## config.mk

```make
export PLATFORM = sky130hd
export DESIGN_NAME = tape_unload_sequencer
export DESIGN_NICKNAME = d
export VERILOG_FILES = /design/src/hw/tape_unload_pkg.sv /design/src/hw/tape_unload_sequencer.sv
export SDC_FILE = /design/constraint.sdc
export NUM_CORES = 1
export LEC_CHECK = 0
export BUFFER_PORTS_ARGS = -buffer_cell sky130_fd_sc_hd__buf_2
export CAP_MARGIN = 20
export CORE_MARGIN = 4
export CORE_UTILIZATION = 34
export DETAILED_ROUTE_END_ITERATION = 8
export PLACE_DENSITY = 0.48
export SLEW_MARGIN = 20
export SYNTH_ARGS = -nofsm -noshare
export SYNTH_HDL_FRONTEND = slang
export SYNTH_SLANG_ARGS = --single-unit
export TNS_END_PERCENT = 5
```

## constraint.sdc

```tcl
create_clock -name clk -period 3.2 [get_ports clk]
set_input_delay 0.16 -clock clk [delete_from_list [all_inputs] [get_ports clk]]
set_output_delay 0.16 -clock clk [all_outputs]
set_load 0.01 [all_outputs]
```

## src/hw/tape_unload_pkg.sv

```systemverilog
// constants, register map and state encoding of the tape unload sequencer
package tape_unload_pkg;
   // clock and timing
   localparam int CLK_HZ          = 25_000_000;
   localparam int DEBOUNCE_US     = 1000;
   localparam int DEBOUNCE_CYCLES = DEBOUNCE_US * (CLK_HZ / 1_000_000);
   localparam int TAIL_MS         = 2000;
   localparam int TAIL_CYCLES     = TAIL_MS * (CLK_HZ / 1000);
   localparam int DEB_W           = 16;
   localparam int TAIL_W          = 27;

   // register map (byte addresses)
   localparam int         ADDR_W      = 8;
   localparam logic [7:0] CTRL_ADDR   = 8'h00;
   localparam logic [7:0] STATUS_ADDR = 8'h04;
   localparam logic [7:0] EVENT_ADDR  = 8'h08;

   // control register bits (write one to act)
   localparam int CTRL_UNLOAD_BIT    = 0;
   localparam int CTRL_SET_READY_BIT = 1;
   localparam int CTRL_CLR_READY_BIT = 2;

   // event register bits (sticky, write one to clear)
   localparam int EVENT_DONE_BIT = 0;
   localparam int EVENT_BAIL_BIT = 1;

   // status register fields
   localparam int ST_STATE_LSB      = 0;
   localparam int ST_UNLOAD_OP_BIT  = 3;
   localparam int ST_UNLOAD_RW_BIT  = 4;
   localparam int ST_MANUAL_BIT     = 5;
   localparam int ST_READY_BIT      = 6;
   localparam int ST_TAPE_BIT       = 7;
   localparam int ST_COLS_BIT       = 8;
   localparam int ST_REELS_BIT      = 9;
   localparam int ST_VALVE_BIT      = 10;
   localparam int ST_PNEU_BIT       = 11;
   localparam int ST_WIN_RELAY_BIT  = 12;
   localparam int ST_CART_HOLD_BIT  = 13;
   localparam int ST_CART_MOTOR_BIT = 14;
   localparam int ST_VARIANT_BIT    = 15;
   localparam int ST_SWITCH_LSB     = 16;

   // reset values
   localparam logic RST_READY     = 1'b0;
   localparam logic RST_PNEU      = 1'b0;
   localparam logic RST_WIN_RELAY = 1'b0;
   localparam logic RST_CART_HOLD = 1'b0;

   // switch input indices
   localparam int SW_UNLOAD_BTN = 0;
   localparam int SW_LOAD_BTN   = 1;
   localparam int SW_RESET_BTN  = 2;
   localparam int SW_L_UPPER    = 3;
   localparam int SW_R_UPPER    = 4;
   localparam int SW_L_LOWER    = 5;
   localparam int SW_R_LOWER    = 6;
   localparam int SW_REELS      = 7;
   localparam int SW_TAPE       = 8;
   localparam int SW_WIN_UP     = 9;
   localparam int SW_WIN_DOWN   = 10;
   localparam int SW_BAIL       = 11;
   localparam int SW_CART_CLOSE = 12;
   localparam int SW_VARIANT    = 13;
   localparam int SW_N          = 14;

   typedef enum logic [2:0] {
      ST_IDLE   = 3'b000,
      ST_DRAIN  = 3'b001,
      ST_TAKEUP = 3'b011,
      ST_WIND   = 3'b010,
      ST_TAIL   = 3'b110,
      ST_DONE   = 3'b100
   } unload_state_t;
endpackage

```

## src/hw/tape_unload_sequencer.sv

```systemverilog
// tape unload sequencer: reels, valves, window, cartridge, ahb-lite registers
// Behaviour
// - unload-rewind button sets unload-operation, unload-rewind and manual-status latches
// - unload start drives right reel counterclockwise, drawing tape from right column
// - basic: right reel keeps turning until loop rises above upper-left column switch
// - basic: transfer valve energised as soon as loop passes upper-left switch
// - columns-unloaded stops right reel and runs left reel clockwise
// - basic: reels-loaded drives both reels counterclockwise until tape on right reel
// - modified: columns-unloaded raised when both lower column switches transferred
// - modified: columns-unloaded activates valve and pneumatics, stops right, left clockwise
// - modified: reels-loaded drops pneumatics, both reels counterclockwise
// - reels-loaded taken from threading-channel switch as tape tightens
// - tape-present drops when tape end passes the optical sensors in final wind
// - left reel stops when tape-present drops; right reel keeps turning a delay, then stops
// - window raised only by load-rewind or reset button
// - window lowered once unload completes
// - raise: relay on, motor up until up limit opens, relay held while up
// - lower: relay off, motor reversed ignoring up limit until down limit opens
// - safety bail releases window relay so window drives down
// - end of tail delay sets unload-complete, clears cartridge hold, starts cartridge motor
// - cartridge motor stops when cartridge-closed switch transfers
// - reset button clears ready status and ready indicator
module tape_unload_sequencer #(
   parameter int DEBOUNCE_CYCLES = tape_unload_pkg::DEBOUNCE_CYCLES,
   parameter int TAIL_CYCLES     = tape_unload_pkg::TAIL_CYCLES
) (
   // clock and reset
   input  wire logic        clk,
   input  wire logic        reset,
   // ahb-lite slave
   input  wire logic        hsel,
   input  wire logic [31:0] haddr,
   input  wire logic [1:0]  htrans,
   input  wire logic        hwrite,
   input  wire logic [2:0]  hsize,
   input  wire logic        hready,
   input  wire logic [31:0] hwdata,
   output logic      [31:0] hrdata,
   output logic             hreadyout,
   output logic             hresp,
   // operator pushbuttons, high while pressed
   input  wire logic        unload_rewind_button,
   input  wire logic        load_rewind_button,
   input  wire logic        reset_button,
   // column, reel and tape sensing, high when transferred or sensed
   input  wire logic        left_column_upper_vacuum_switch,
   input  wire logic        right_column_upper_vacuum_switch,
   input  wire logic        left_column_lower_vacuum_switch,
   input  wire logic        right_column_lower_vacuum_switch,
   input  wire logic        reels_loaded_switch,
   input  wire logic        tape_sensed,
   // window and cartridge switches, limits high while closed
   input  wire logic        window_up_limit,
   input  wire logic        window_down_limit,
   input  wire logic        safety_bail_switch,
   input  wire logic        cartridge_closed_switch,
   // static variant select, high for modified sequence
   input  wire logic        variant_modified,
   // reel, pneumatic, window and cartridge drives
   output logic             right_reel_ccw,
   output logic             left_reel_cw,
   output logic             left_reel_ccw,
   output logic             transfer_valve,
   output logic             pneumatics_motor,
   output logic             window_relay,
   output logic             window_motor_up,
   output logic             window_motor_down,
   output logic             cartridge_motor,
   // status latches and indicators
   output logic             unload_operation,
   output logic             unload_rewind,
   output logic             manual_status,
   output logic             ready_indicator,
   output logic             tape_present,
   output logic             columns_unloaded,
   output logic             reels_loaded,
   output logic             unload_complete,
   output logic             cartridge_hold
);

   localparam int N = tape_unload_pkg::SW_N;

   logic [N-1:0]                     sw_raw;
   logic [N-1:0]                     sw_deb;
   logic [N-1:0]                     sw_deb_d_r;
   logic                             unload_press;
   logic                             load_press;
   logic                             reset_press;
   logic                             modified;
   tape_unload_pkg::unload_state_t   state_r;
   tape_unload_pkg::unload_state_t   state_nxt;
   logic [tape_unload_pkg::TAIL_W-1:0] tail_cnt_r;
   logic                             start;
   logic                             done_evt;
   logic                             bail_evt;
   // bus
   logic                             wr_pend_r;
   logic [tape_unload_pkg::ADDR_W-1:0] wr_addr_r;
   logic                             acc;
   logic                             sw_unload_req;
   logic                             sw_set_ready;
   logic                             sw_clr_ready;
   logic [1:0]                       event_r;
   logic [1:0]                       event_clr;
   logic [31:0]                      status_word;

   assign sw_raw = {variant_modified, cartridge_closed_switch, safety_bail_switch, window_down_limit,
                    window_up_limit, tape_sensed, reels_loaded_switch, right_column_lower_vacuum_switch,
                    left_column_lower_vacuum_switch, right_column_upper_vacuum_switch,
                    left_column_upper_vacuum_switch, reset_button, load_rewind_button, unload_rewind_button};

   // two flops then a stability counter per input; a bouncing contact never reaches the sequencer
   for (genvar i = 0; i < N; i++) begin : g_sw
      logic                                meta_r;
      logic                                sync_r;
      logic                                stable_r;
      logic [tape_unload_pkg::DEB_W-1:0]   cnt_r;
      always_ff @(posedge clk) begin
         if (reset) begin
            meta_r   <= 1'b0;
            sync_r   <= 1'b0;
            stable_r <= 1'b0;
            cnt_r    <= '0;
         end else begin
            meta_r <= sw_raw[i];
            sync_r <= meta_r;
            if (sync_r == stable_r) begin
               cnt_r <= '0;
            end else if (cnt_r == tape_unload_pkg::DEB_W'(DEBOUNCE_CYCLES - 1)) begin
               stable_r <= sync_r;
               cnt_r    <= '0;
            end else begin
               cnt_r <= cnt_r + 1'b1;
            end
         end
      end
      assign sw_deb[i] = stable_r;
   end

   always_ff @(posedge clk) begin
      if (reset) begin
         sw_deb_d_r <= '0;
      end else begin
         sw_deb_d_r <= sw_deb;
      end
   end

   // buttons act on the press edge only, so holding one does not retrigger
   assign unload_press = sw_deb[tape_unload_pkg::SW_UNLOAD_BTN] & ~sw_deb_d_r[tape_unload_pkg::SW_UNLOAD_BTN];
   assign load_press   = sw_deb[tape_unload_pkg::SW_LOAD_BTN] & ~sw_deb_d_r[tape_unload_pkg::SW_LOAD_BTN];
   assign reset_press  = sw_deb[tape_unload_pkg::SW_RESET_BTN] & ~sw_deb_d_r[tape_unload_pkg::SW_RESET_BTN];
   assign modified     = sw_deb[tape_unload_pkg::SW_VARIANT];
   assign start        = (unload_press | sw_unload_req) && state_r == tape_unload_pkg::ST_IDLE;
   assign done_evt     = state_r == tape_unload_pkg::ST_DONE;
   assign bail_evt     = sw_deb[tape_unload_pkg::SW_BAIL] & ~sw_deb_d_r[tape_unload_pkg::SW_BAIL];

   // sequence
   always_comb begin
      state_nxt = state_r;
      case (state_r)
         tape_unload_pkg::ST_IDLE: begin
            if (start) begin
               state_nxt = tape_unload_pkg::ST_DRAIN;
            end
         end
         tape_unload_pkg::ST_DRAIN: begin
            if (modified) begin
               if (sw_deb[tape_unload_pkg::SW_L_LOWER] && sw_deb[tape_unload_pkg::SW_R_LOWER]) begin
                  state_nxt = tape_unload_pkg::ST_TAKEUP;
               end
            end else if (sw_deb[tape_unload_pkg::SW_L_UPPER]) begin
               state_nxt = tape_unload_pkg::ST_TAKEUP;
            end
         end
         tape_unload_pkg::ST_TAKEUP: begin
            if (sw_deb[tape_unload_pkg::SW_REELS]) begin
               state_nxt = tape_unload_pkg::ST_WIND;
            end
         end
         tape_unload_pkg::ST_WIND: begin
            if (!sw_deb[tape_unload_pkg::SW_TAPE]) begin
               state_nxt = tape_unload_pkg::ST_TAIL;
            end
         end
         tape_unload_pkg::ST_TAIL: begin
            if (tail_cnt_r == tape_unload_pkg::TAIL_W'(TAIL_CYCLES - 1)) begin
               state_nxt = tape_unload_pkg::ST_DONE;
            end
         end
         tape_unload_pkg::ST_DONE: state_nxt = tape_unload_pkg::ST_IDLE;
         default:                  state_nxt = tape_unload_pkg::ST_IDLE;
      endcase
   end

   always_ff @(posedge clk) begin
      if (reset) begin
         state_r <= tape_unload_pkg::ST_IDLE;
      end else begin
         state_r <= state_nxt;
      end
   end

   always_ff @(posedge clk) begin
      if (reset || state_r != tape_unload_pkg::ST_TAIL) begin
         tail_cnt_r <= '0;
      end else begin
         tail_cnt_r <= tail_cnt_r + 1'b1;
      end
   end

   // operation latches
   always_ff @(posedge clk) begin
      if (reset) begin
         unload_operation <= 1'b0;
         unload_rewind    <= 1'b0;
         manual_status    <= 1'b0;
      end else if (start) begin
         unload_operation <= 1'b1;
         unload_rewind    <= 1'b1;
         manual_status    <= unload_press;
      end else if (done_evt) begin
         unload_operation <= 1'b0;
         unload_rewind    <= 1'b0;
         manual_status    <= 1'b0;
      end
   end

   // reel drives and column status
   always_ff @(posedge clk) begin
      if (reset) begin
         right_reel_ccw   <= 1'b0;
         left_reel_cw     <= 1'b0;
         left_reel_ccw    <= 1'b0;
         columns_unloaded <= 1'b0;
         reels_loaded     <= 1'b0;
      end else begin
         right_reel_ccw   <= state_nxt == tape_unload_pkg::ST_DRAIN || state_nxt == tape_unload_pkg::ST_WIND ||
                             state_nxt == tape_unload_pkg::ST_TAIL;
         left_reel_cw     <= state_nxt == tape_unload_pkg::ST_TAKEUP;
         left_reel_ccw    <= state_nxt == tape_unload_pkg::ST_WIND;
         columns_unloaded <= state_nxt == tape_unload_pkg::ST_TAKEUP;
         reels_loaded     <= sw_deb[tape_unload_pkg::SW_REELS];
      end
   end

   // transfer valve: basic picks it on the loop, modified on columns unloaded
   always_ff @(posedge clk) begin
      if (reset || done_evt) begin
         transfer_valve <= 1'b0;
      end else if (state_r == tape_unload_pkg::ST_DRAIN && !modified && sw_deb[tape_unload_pkg::SW_L_UPPER]) begin
         transfer_valve <= 1'b1;
      end else if (state_r == tape_unload_pkg::ST_DRAIN && state_nxt == tape_unload_pkg::ST_TAKEUP) begin
         transfer_valve <= 1'b1;
      end
   end

   // pneumatics: modified drops them while draining and again on reels loaded
   always_ff @(posedge clk) begin
      if (reset) begin
         pneumatics_motor <= tape_unload_pkg::RST_PNEU;
      end else if (load_press) begin
         pneumatics_motor <= 1'b1;
      end else if (modified) begin
         if (start) begin
            pneumatics_motor <= 1'b0;
         end else if (state_r == tape_unload_pkg::ST_DRAIN && state_nxt == tape_unload_pkg::ST_TAKEUP) begin
            pneumatics_motor <= 1'b1;
         end else if (state_r == tape_unload_pkg::ST_TAKEUP && state_nxt == tape_unload_pkg::ST_WIND) begin
            pneumatics_motor <= 1'b0;
         end
      end else if (done_evt) begin
         pneumatics_motor <= 1'b0;
      end
   end

   always_ff @(posedge clk) begin
      if (reset) begin
         tape_present <= 1'b0;
      end else begin
         tape_present <= sw_deb[tape_unload_pkg::SW_TAPE];
      end
   end

   // unload complete is one cycle at the end of the tail delay
   always_ff @(posedge clk) begin
      if (reset) begin
         unload_complete <= 1'b0;
      end else begin
         unload_complete <= state_r == tape_unload_pkg::ST_TAIL && state_nxt == tape_unload_pkg::ST_DONE;
      end
   end

   // ready latch
   always_ff @(posedge clk) begin
      if (reset) begin
         ready_indicator <= tape_unload_pkg::RST_READY;
      end else if (reset_press || sw_clr_ready || start) begin
         ready_indicator <= 1'b0;
      end else if (sw_set_ready) begin
         ready_indicator <= 1'b1;
      end
   end

   // window: bail beats everything, so a trapped object always lowers the window
   always_ff @(posedge clk) begin
      if (reset) begin
         window_relay <= tape_unload_pkg::RST_WIN_RELAY;
      end else if (sw_deb[tape_unload_pkg::SW_BAIL]) begin
         window_relay <= 1'b0;
      end else if (done_evt) begin
         window_relay <= 1'b0;
      end else if (load_press || reset_press) begin
         window_relay <= 1'b1;
      end
   end

   always_ff @(posedge clk) begin
      if (reset) begin
         window_motor_up   <= 1'b0;
         window_motor_down <= 1'b0;
      end else begin
         window_motor_up   <= window_relay && sw_deb[tape_unload_pkg::SW_WIN_UP];
         window_motor_down <= !window_relay && sw_deb[tape_unload_pkg::SW_WIN_DOWN];
      end
   end

   // cartridge
   always_ff @(posedge clk) begin
      if (reset) begin
         cartridge_hold <= tape_unload_pkg::RST_CART_HOLD;
      end else if (done_evt) begin
         cartridge_hold <= 1'b0;
      end else if (load_press) begin
         cartridge_hold <= 1'b1;
      end
   end

   always_ff @(posedge clk) begin
      if (reset) begin
         cartridge_motor <= 1'b0;
      end else if (sw_deb[tape_unload_pkg::SW_CART_CLOSE]) begin
         cartridge_motor <= 1'b0;
      end else if (done_evt) begin
         cartridge_motor <= 1'b1;
      end
   end

   // ahb-lite slave, zero wait states; unmapped reads return zero
   assign acc       = hsel && hready && htrans[1];
   assign hreadyout = 1'b1;
   assign hresp     = 1'b0;

   always_ff @(posedge clk) begin
      if (reset) begin
         wr_pend_r <= 1'b0;
         wr_addr_r <= '0;
      end else begin
         wr_pend_r <= acc && hwrite;
         if (acc) begin
            wr_addr_r <= haddr[tape_unload_pkg::ADDR_W-1:0];
         end
      end
   end

   assign sw_unload_req = wr_pend_r && wr_addr_r == tape_unload_pkg::CTRL_ADDR &&
                          hwdata[tape_unload_pkg::CTRL_UNLOAD_BIT];
   assign sw_set_ready  = wr_pend_r && wr_addr_r == tape_unload_pkg::CTRL_ADDR &&
                          hwdata[tape_unload_pkg::CTRL_SET_READY_BIT];
   assign sw_clr_ready  = wr_pend_r && wr_addr_r == tape_unload_pkg::CTRL_ADDR &&
                          hwdata[tape_unload_pkg::CTRL_CLR_READY_BIT];
   assign event_clr     = (wr_pend_r && wr_addr_r == tape_unload_pkg::EVENT_ADDR) ? hwdata[1:0] : 2'b00;

   // a new event in the clearing cycle survives the clear
   always_ff @(posedge clk) begin
      if (reset) begin
         event_r <= 2'b00;
      end else begin
         event_r[tape_unload_pkg::EVENT_DONE_BIT] <= done_evt |
            (event_r[tape_unload_pkg::EVENT_DONE_BIT] & ~event_clr[tape_unload_pkg::EVENT_DONE_BIT]);
         event_r[tape_unload_pkg::EVENT_BAIL_BIT] <= bail_evt |
            (event_r[tape_unload_pkg::EVENT_BAIL_BIT] & ~event_clr[tape_unload_pkg::EVENT_BAIL_BIT]);
      end
   end

   always_comb begin
      status_word = '0;
      status_word[tape_unload_pkg::ST_STATE_LSB +: 3]      = state_r;
      status_word[tape_unload_pkg::ST_UNLOAD_OP_BIT]       = unload_operation;
      status_word[tape_unload_pkg::ST_UNLOAD_RW_BIT]       = unload_rewind;
      status_word[tape_unload_pkg::ST_MANUAL_BIT]          = manual_status;
      status_word[tape_unload_pkg::ST_READY_BIT]           = ready_indicator;
      status_word[tape_unload_pkg::ST_TAPE_BIT]            = tape_present;
      status_word[tape_unload_pkg::ST_COLS_BIT]            = columns_unloaded;
      status_word[tape_unload_pkg::ST_REELS_BIT]           = reels_loaded;
      status_word[tape_unload_pkg::ST_VALVE_BIT]           = transfer_valve;
      status_word[tape_unload_pkg::ST_PNEU_BIT]            = pneumatics_motor;
      status_word[tape_unload_pkg::ST_WIN_RELAY_BIT]       = window_relay;
      status_word[tape_unload_pkg::ST_CART_HOLD_BIT]       = cartridge_hold;
      status_word[tape_unload_pkg::ST_CART_MOTOR_BIT]      = cartridge_motor;
      status_word[tape_unload_pkg::ST_VARIANT_BIT]         = modified;
      status_word[tape_unload_pkg::ST_SWITCH_LSB +: N]     = sw_deb;
   end

   // read data captured in the address phase, so it reflects state one cycle old
   always_ff @(posedge clk) begin
      if (reset) begin
         hrdata <= '0;
      end else if (acc && !hwrite) begin
         case (haddr[tape_unload_pkg::ADDR_W-1:0])
            tape_unload_pkg::STATUS_ADDR: hrdata <= status_word;
            tape_unload_pkg::EVENT_ADDR:  hrdata <= {30'h0, event_r};
            default:                      hrdata <= '0;
         endcase
      end
   end

endmodule // tape_unload_sequencer

```

Yosys cells after proc, flatten, opt, wreduce, memory -nomap -nowiden
Cells that the tools add are included.
Widths: inputs -> output; s select.
{"block": "classes", "bitwise": 29, "n_addsub": 15, "mux": 20, "n_eq_ne": 44, "reduce_logical": 66}
{"operator": "$add 16x1->16 const B", "count": 14}
{"operator": "$eq 16x15->1 const B", "count": 14}
{"operator": "$pmux 30 s2", "count": 1}
{"operator": "$reduce_or 3->1", "count": 15}
{"operator": "$reduce_and 2->1", "count": 15}
{"operator": "$add 27x1->27 const B", "count": 1}
{"operator": "$eq 27x26->1 const B", "count": 1}
{"operator": "$mux 3", "count": 7}
{"operator": "$not 1->1", "count": 20}
{"operator": "$logic_and 1x1->1", "count": 18}
{"operator": "$eq 8x4->1 const B", "count": 2}
{"operator": "$pmux 3 s5", "count": 1}
{"operator": "$eq 1x1->1", "count": 14}
{"operator": "$eq 3x2->1 const B", "count": 4}
{"operator": "$eq 3x3->1 const B", "count": 4}
{"operator": "$mux 1", "count": 10}
{"operator": "$eq 8x3->1 const B", "count": 1}
{"operator": "$logic_not 8->1", "count": 1}
{"operator": "$logic_or 1x1->1", "count": 7}
{"operator": "$and 1x1->1", "count": 6}
{"operator": "$eq 3x1->1 const B", "count": 2}
{"operator": "$reduce_or 2->1", "count": 3}
{"operator": "$ne 5x3->1 const B", "count": 1}
{"operator": "$reduce_bool 2->1", "count": 2}
{"operator": "6 further kinds", "count": 10}
{"block": "totals", "regBits": 367, "out_inout_bits": 52, "input_bits": 88, "wordCells": 253}

Logic depth before layout (Yosys ltp)
{"block": "logic_depth", "ltp_word": 14, "ltp_mapped": 8, "depth_no_buf": 6}

Worst setup path before layout
OpenSTA, ideal clock, no wires.
{"block": "synth_timing", "kind": "register to register", "start": "register g_sw[12].cnt_r[12] (netlist bit)", "end": "register g_sw[12].cnt_r[10] (netlist bit)", "n_path_buf": 1, "stages_incl_launch_ff": 6, "slack_ns": 1.211, "setup_time_ns": 0.117, "arrival_time_ns": 1.872, "synth_period_minus_slack_ns": 1.989, "required_ns": 3.083, "cell_sequence": "dfxtp_1 or4b_2 or4_1 nand2_1 buf_2 nor2_1"}
{"block": "synth_via", "elab_chain_cells": 2}
{"item": "start, declared", "line_no": "tape_unload_sequencer.sv:117", "text": "logic [tape_unload_pkg::DEB_W-1:0] cnt_r;"}
{"item": "start signal, assigned", "line_no": "tape_unload_sequencer.sv:133", "text": "cnt_r <= cnt_r + 1'b1;"}
{"item": "$eq 16x15->1", "line_no": "tape_unload_sequencer.sv:129", "text": "end else if (cnt_r == tape_unload_pkg::DEB_W'(DEBOUNCE_CYCLES - 1)) begin"}
{"item": "$reduce_or 3->1 (no source line)"}
No other way between the ends.
A chain may end at the register's enable or synchronous reset.

Worst setup path after layout
{"block": "layout_timing", "start": "register wr_addr_r[5] (netlist bit)", "end": "register ready_indicator"}
{"block": "layout_via", "elab_chain_cells": 7, "elab_cells_between_ends": 10, "classes_between": "bitwise (1); reduce/logical (9)"}
{"item": "start, declared", "line_no": "tape_unload_sequencer.sv:98", "text": "logic [tape_unload_pkg::ADDR_W-1:0] wr_addr_r;"}
{"item": "start signal, assigned", "line_no": "tape_unload_sequencer.sv:360", "text": "wr_addr_r <= haddr[tape_unload_pkg::ADDR_W-1:0];"}
{"item": "$logic_not 8->1 (*)", "line_no": "tape_unload_sequencer.sv:365, tape_unload_sequencer.sv:367, tape_unload_sequencer.sv:369"}
{"item": "$logic_and 1x1->1 (*)", "line_no": "tape_unload_sequencer.sv:365, tape_unload_sequencer.sv:367, tape_unload_sequencer.sv:369"}
{"item": "$logic_and 1x1->1", "line_no": "tape_unload_sequencer.sv:365", "text": "assign sw_unload_req = wr_pend_r && wr_addr_r == tape_unload_pkg::CTRL_ADDR &&"}
{"item": "$or 1x1->1", "line_no": "tape_unload_sequencer.sv:153", "text": "assign start = (unload_press | sw_unload_req) && state_r == tape_unload_pkg::ST_IDLE;"}
{"item": "$logic_and 1x1->1", "line_no": "tape_unload_sequencer.sv:153"}
{"item": "$logic_or 1x1->1", "line_no": "tape_unload_sequencer.sv:297", "text": "end else if (reset_press || sw_clr_ready || start) begin"}
{"item": "$reduce_or 2->1 (no source line)"}
{"item": "end signal, assigned", "line_no": "tape_unload_sequencer.sv:296", "text": "ready_indicator <= tape_unload_pkg::RST_READY;"}
{"item": "end, declared", "line_no": "tape_unload_sequencer.sv:73", "text": "output logic ready_indicator,"}
Mark *: on every way between the ends. The rest lies on a longest branch, timed or not.

==> summary.txt <==
Run status
  – Outcome: complete, no violations

CTS
  – Postcts setup bufs: 0
  – H-Tree Depth: 2
  – Maximum buffer depth of the clock tree: 3
  – Cts hold-fix bufs: 26
  – Clock Latency Late Sink: 0.55 ns
  – # resized after CTS: 0
  – CTS Sinks: approximately 360
  – CTS tree: done
  – Clock slew at reported path FFs: ~0.060 ns
  – Inserted Clock Buffers: 41
  – Clock Tree Root: clkbuf_16

Place
  – Final GP Congestion: 0.772
  – DP HPWL: 20.2 mm
  – Port Buffers: 78

Global routing
  – GRT Total Usage: 0.128
  – GRT overflow: 0
  – First-pass GRT wire length: 50.1 mm
  – Pin count of the biggest net entering global routing: 50
  – Vias in the first global route: 10200
  – Initial antenna violation count: 0

Setup path
  – CP Capture Type: register
  – Arrival @ worst endpoint: 3.09 ns
  – Req. time, crit path: 3.69 ns
  – Flop2flop setup slack: 0.60 ns
  – Register-to-Register Path Depth: 6
  – Type of the worst setup path: register to register
  – RR Endpoint: ready_indicator$_SDFFE_PP0P_
  – Worst Setup SP: wr_addr_r[5]$_SDFFE_PP0P_
  – CP max FO: 5
  – R2r startpoint: wr_addr_r[5]$_SDFFE_PP0P_
  – Critical Path Start Type: register

STA
  – Hold_ws: approximately 0.054 ns
  – Final Cycle Share: 0.813
  – Hold Violations, Final: 0
  – Pins Over Slew Limit: 0
  – RSZ-0062 raised after global routing: no
  – Slew headroom: 0.410
  – Setup_tns: 0 ns
  – Final Setup Violations: 0
  – Layout Skew: 0.0154 ns
  – Final min period: 2.60 ns
  – Max Fclk: between 0.3 and 0.4 GHz
  – Worst slew pin tran: 0.884 ns

Synth
  – Mean post-synth cell area: 8.98 um2
  – Cell variety after synth: 50
  – Largest family of logic cells by synthesized area: simple AND/OR/NAND/NOR gates
  – Cells after Synth: about 1600
  – Sequential area share after synthesis: 0.490
  – Simple-Gate Fraction of Synth Area: 0.281
  – Ys Warns: 0
  – Mapped cell area: 0.0145 mm2
  – Yosys reg bits: 355
  – Adder-Cell Fraction of Synth Area: 0.0129
  – Synth Area in Compound Gates: 0.0357
  – Mux contribution to synthesized area: 0.0104
  – Post-Synth XOR/XNOR Area: 0.141

Route
  – Final ANT Viol Nets: 0
  – Via count: between 10000 and 15000
  – Vias per cell: 4.66
  – Drt initial violations: slightly above 400
  – Wire per inst: 13.0 um
  – Residual DRC: 0
  – DRT Pass-1 Iters: 5
  – Final WL: 29.6 mm

Cells and area
  – Fillers: 4259
  – Ant. Diodes: 0
  – Layout area overhead: 16.9%
  – Final net count: 1810
  – Proportion of layout cells with a drive suffix above 1: 0.113
  – Sequential cell area: slightly above 0.007 mm2
  – Multi-input logic area: 0.00699 mm2

Worst hold path
  – Hold depth: 4
  – Worst Hold End: event_r[1]$_SDFF_PP0_
  – HP Class: primary input to register
  – Min-delay src: hwdata[1]

Die
  – Initial cell density of the core: 0.345
  – Die area: approximately 0.046 mm2
  – Die Ht: 215 um
  – Die W: approximately 210 um
  – I/O pin total: 140
  – Core footprint: 0.0420 mm2
  – Row cnt: 75

Run
  – Max_cap viols: 0

Power
  – IR drop worst, VDD: 0.378 mV
  – Power density cells: roughly 550 mW/mm2
  – Leakage: 5.75 nW
[power breakdown]
group          switching, W  leakage, nW  internal, W
logic              0.000104         2.22    0.0000712
registers         0.0000215         2.87      0.00445
clock network       0.00181        0.666      0.00286
[cells in the final DEF (no fill, tap or decap), drive strengths merged, types with 10 or more instances in the layout]
| cell | instances |
|---|---|
| ha | 15 |
| inv | 31 |
| xnor2 | 138 |
| xor2 | 96 |
| nand4 | 40 |
| and4 | 14 |
| nor3 | 49 |
| nand3 | 84 |
| dlygate4sd3 | 26 |
| nand2b | 10 |
| clkbuf | 60 |
| and3 | 42 |
| buf | 83 |
| or3 | 13 |
| a21oi | 16 |
| nor2 | 360 |
| or4 | 14 |
| mux2i | 14 |
| a22oi | 30 |
| nor4 | 25 |
| dfxtp | 355 |
| nand2 | 111 |
| nor2b | 48 |
[how the worst max path moves through the flow]
| stage | endpoint | slack [ns] | cells after the start |
|---|---|---|---|
| after floorplan | g_sw[12].cnt_r[10]$_SDFF_PP0_ | 1.21 | 5 |
| after global placement | g_sw[12].cnt_r[6]$_SDFF_PP0_ | 0.99 | 4 |
| after detailed placement | g_sw[12].cnt_r[11]$_SDFF_PP0_ | 0.96 | 4 |
| after CTS | ready_indicator$_SDFFE_PP0P_ | 0.62 | 6 |
| after global routing | ready_indicator$_SDFFE_PP0P_ | 0.48 | 6 |
| final | ready_indicator$_SDFFE_PP0P_ | 0.60 | 6 |
[metal layers]
metal	share of wire	vias to the layer above	global-route usage
met5	0	-	0
met1	0.50	4844	0.175
met2	0.44	146	0.204
met3	0.042	42	0.0296
li1	-	5562	-
met4	0.022	0	0.0383
[worst max-delay path, cell delays in order (launching register included)]
cell	delay, ns
dfxtp_1	0.31
or4b_2	0.70
nor3_2	0.35
a21oi_1	0.14
a2111o_1	0.36
a21oi_1	0.12
dlygate4sd3_1	0.57
[cells in the mapped netlist (all sizes together)]
cell type | instances | area share
a2111o | 1 | 0.00078
a211oi | 1 | 0.00052
a21bo | 1 | 0.00069
a21boi | 1 | 0.00052
a21o | 2 | 0.0010
a21oi | 16 | 0.0055
a22oi | 30 | 0.022
a31oi | 2 | 0.00086
a32oi | 1 | 0.00060
and2 | 8 | 0.0034
and3 | 42 | 0.018
and4 | 14 | 0.0084
and4b | 1 | 0.00069
buf | 28 | 0.012
clkbuf | 36 | 0.0094
conb | 2 | 0.00052
dfxtp | 355 | 0.49
ha | 15 | 0.013
inv | 31 | 0.0080
mux2 | 1 | 0.00078
mux2i | 14 | 0.0097
nand2 | 111 | 0.029
nand2b | 10 | 0.0043
nand3 | 84 | 0.029
nand4 | 40 | 0.017
nand4b | 2 | 0.0012
nor2 | 360 | 0.097
nor2b | 48 | 0.021
nor3 | 49 | 0.017
nor3b | 6 | 0.0039
nor4 | 25 | 0.011
nor4b | 7 | 0.0042
o21a | 2 | 0.0010
o21ai | 5 | 0.0017
or2 | 1 | 0.00043
or3 | 13 | 0.0056
or3b | 2 | 0.0012
or4 | 14 | 0.0075
or4b | 2 | 0.0014
xnor2 | 138 | 0.083
xor2 | 96 | 0.058
[kinds of logic after synthesis]
family / Yosys count
AND/OR/NAND/NOR: 839
flip-flops: 355
XOR/XNOR: 234
buffers and inverters: 95
AO/OA/AOI/OAI: 62
adder cells (fa/ha/maj): 15
multiplexers: 15
other: 2
[flip-flops by register name (all words and copies together), names as in the netlist, 2 cells and up]
register,cells
g_sw.cnt_r,224
hrdata,28
event_r,2
g_sw.sync_r,14
tail_cnt_r,27
g_sw.stable_r,14
sw_deb_d_r,6
g_sw.meta_r,14
state_r,3
wr_addr_r,8
[metrics by stage]
stage / instance area (um2) / setup slack [ns] / cells / power (W) / utilization
floorplan: 14500 / 1.21 / 1619 / 0.00467 / -
global placement: 15300 / 0.986 / 2177 / 0.00473 / 0.365
detailed placement: 15300 / 0.962 / 2177 / 0.00473 / 0.365
CTS: 17000 / 0.618 / 2275 / 0.00951 / 0.404
global route: 17000 / 0.484 / 2275 / 0.00972 / 0.404
finish: 17000 / 0.598 / 2275 / 0.00932 / 0.404
[final cells by class]
type                    instances  area share
flip-flops and latches        355       0.419
multi-input cells            1169       0.412
well taps                     539      0.0397
inverters                      31     0.00686
repair buffers                109      0.0422
clock inverters                12     0.00914
clock buffers                  60      0.0712
(Power assumes the default switching activity.)
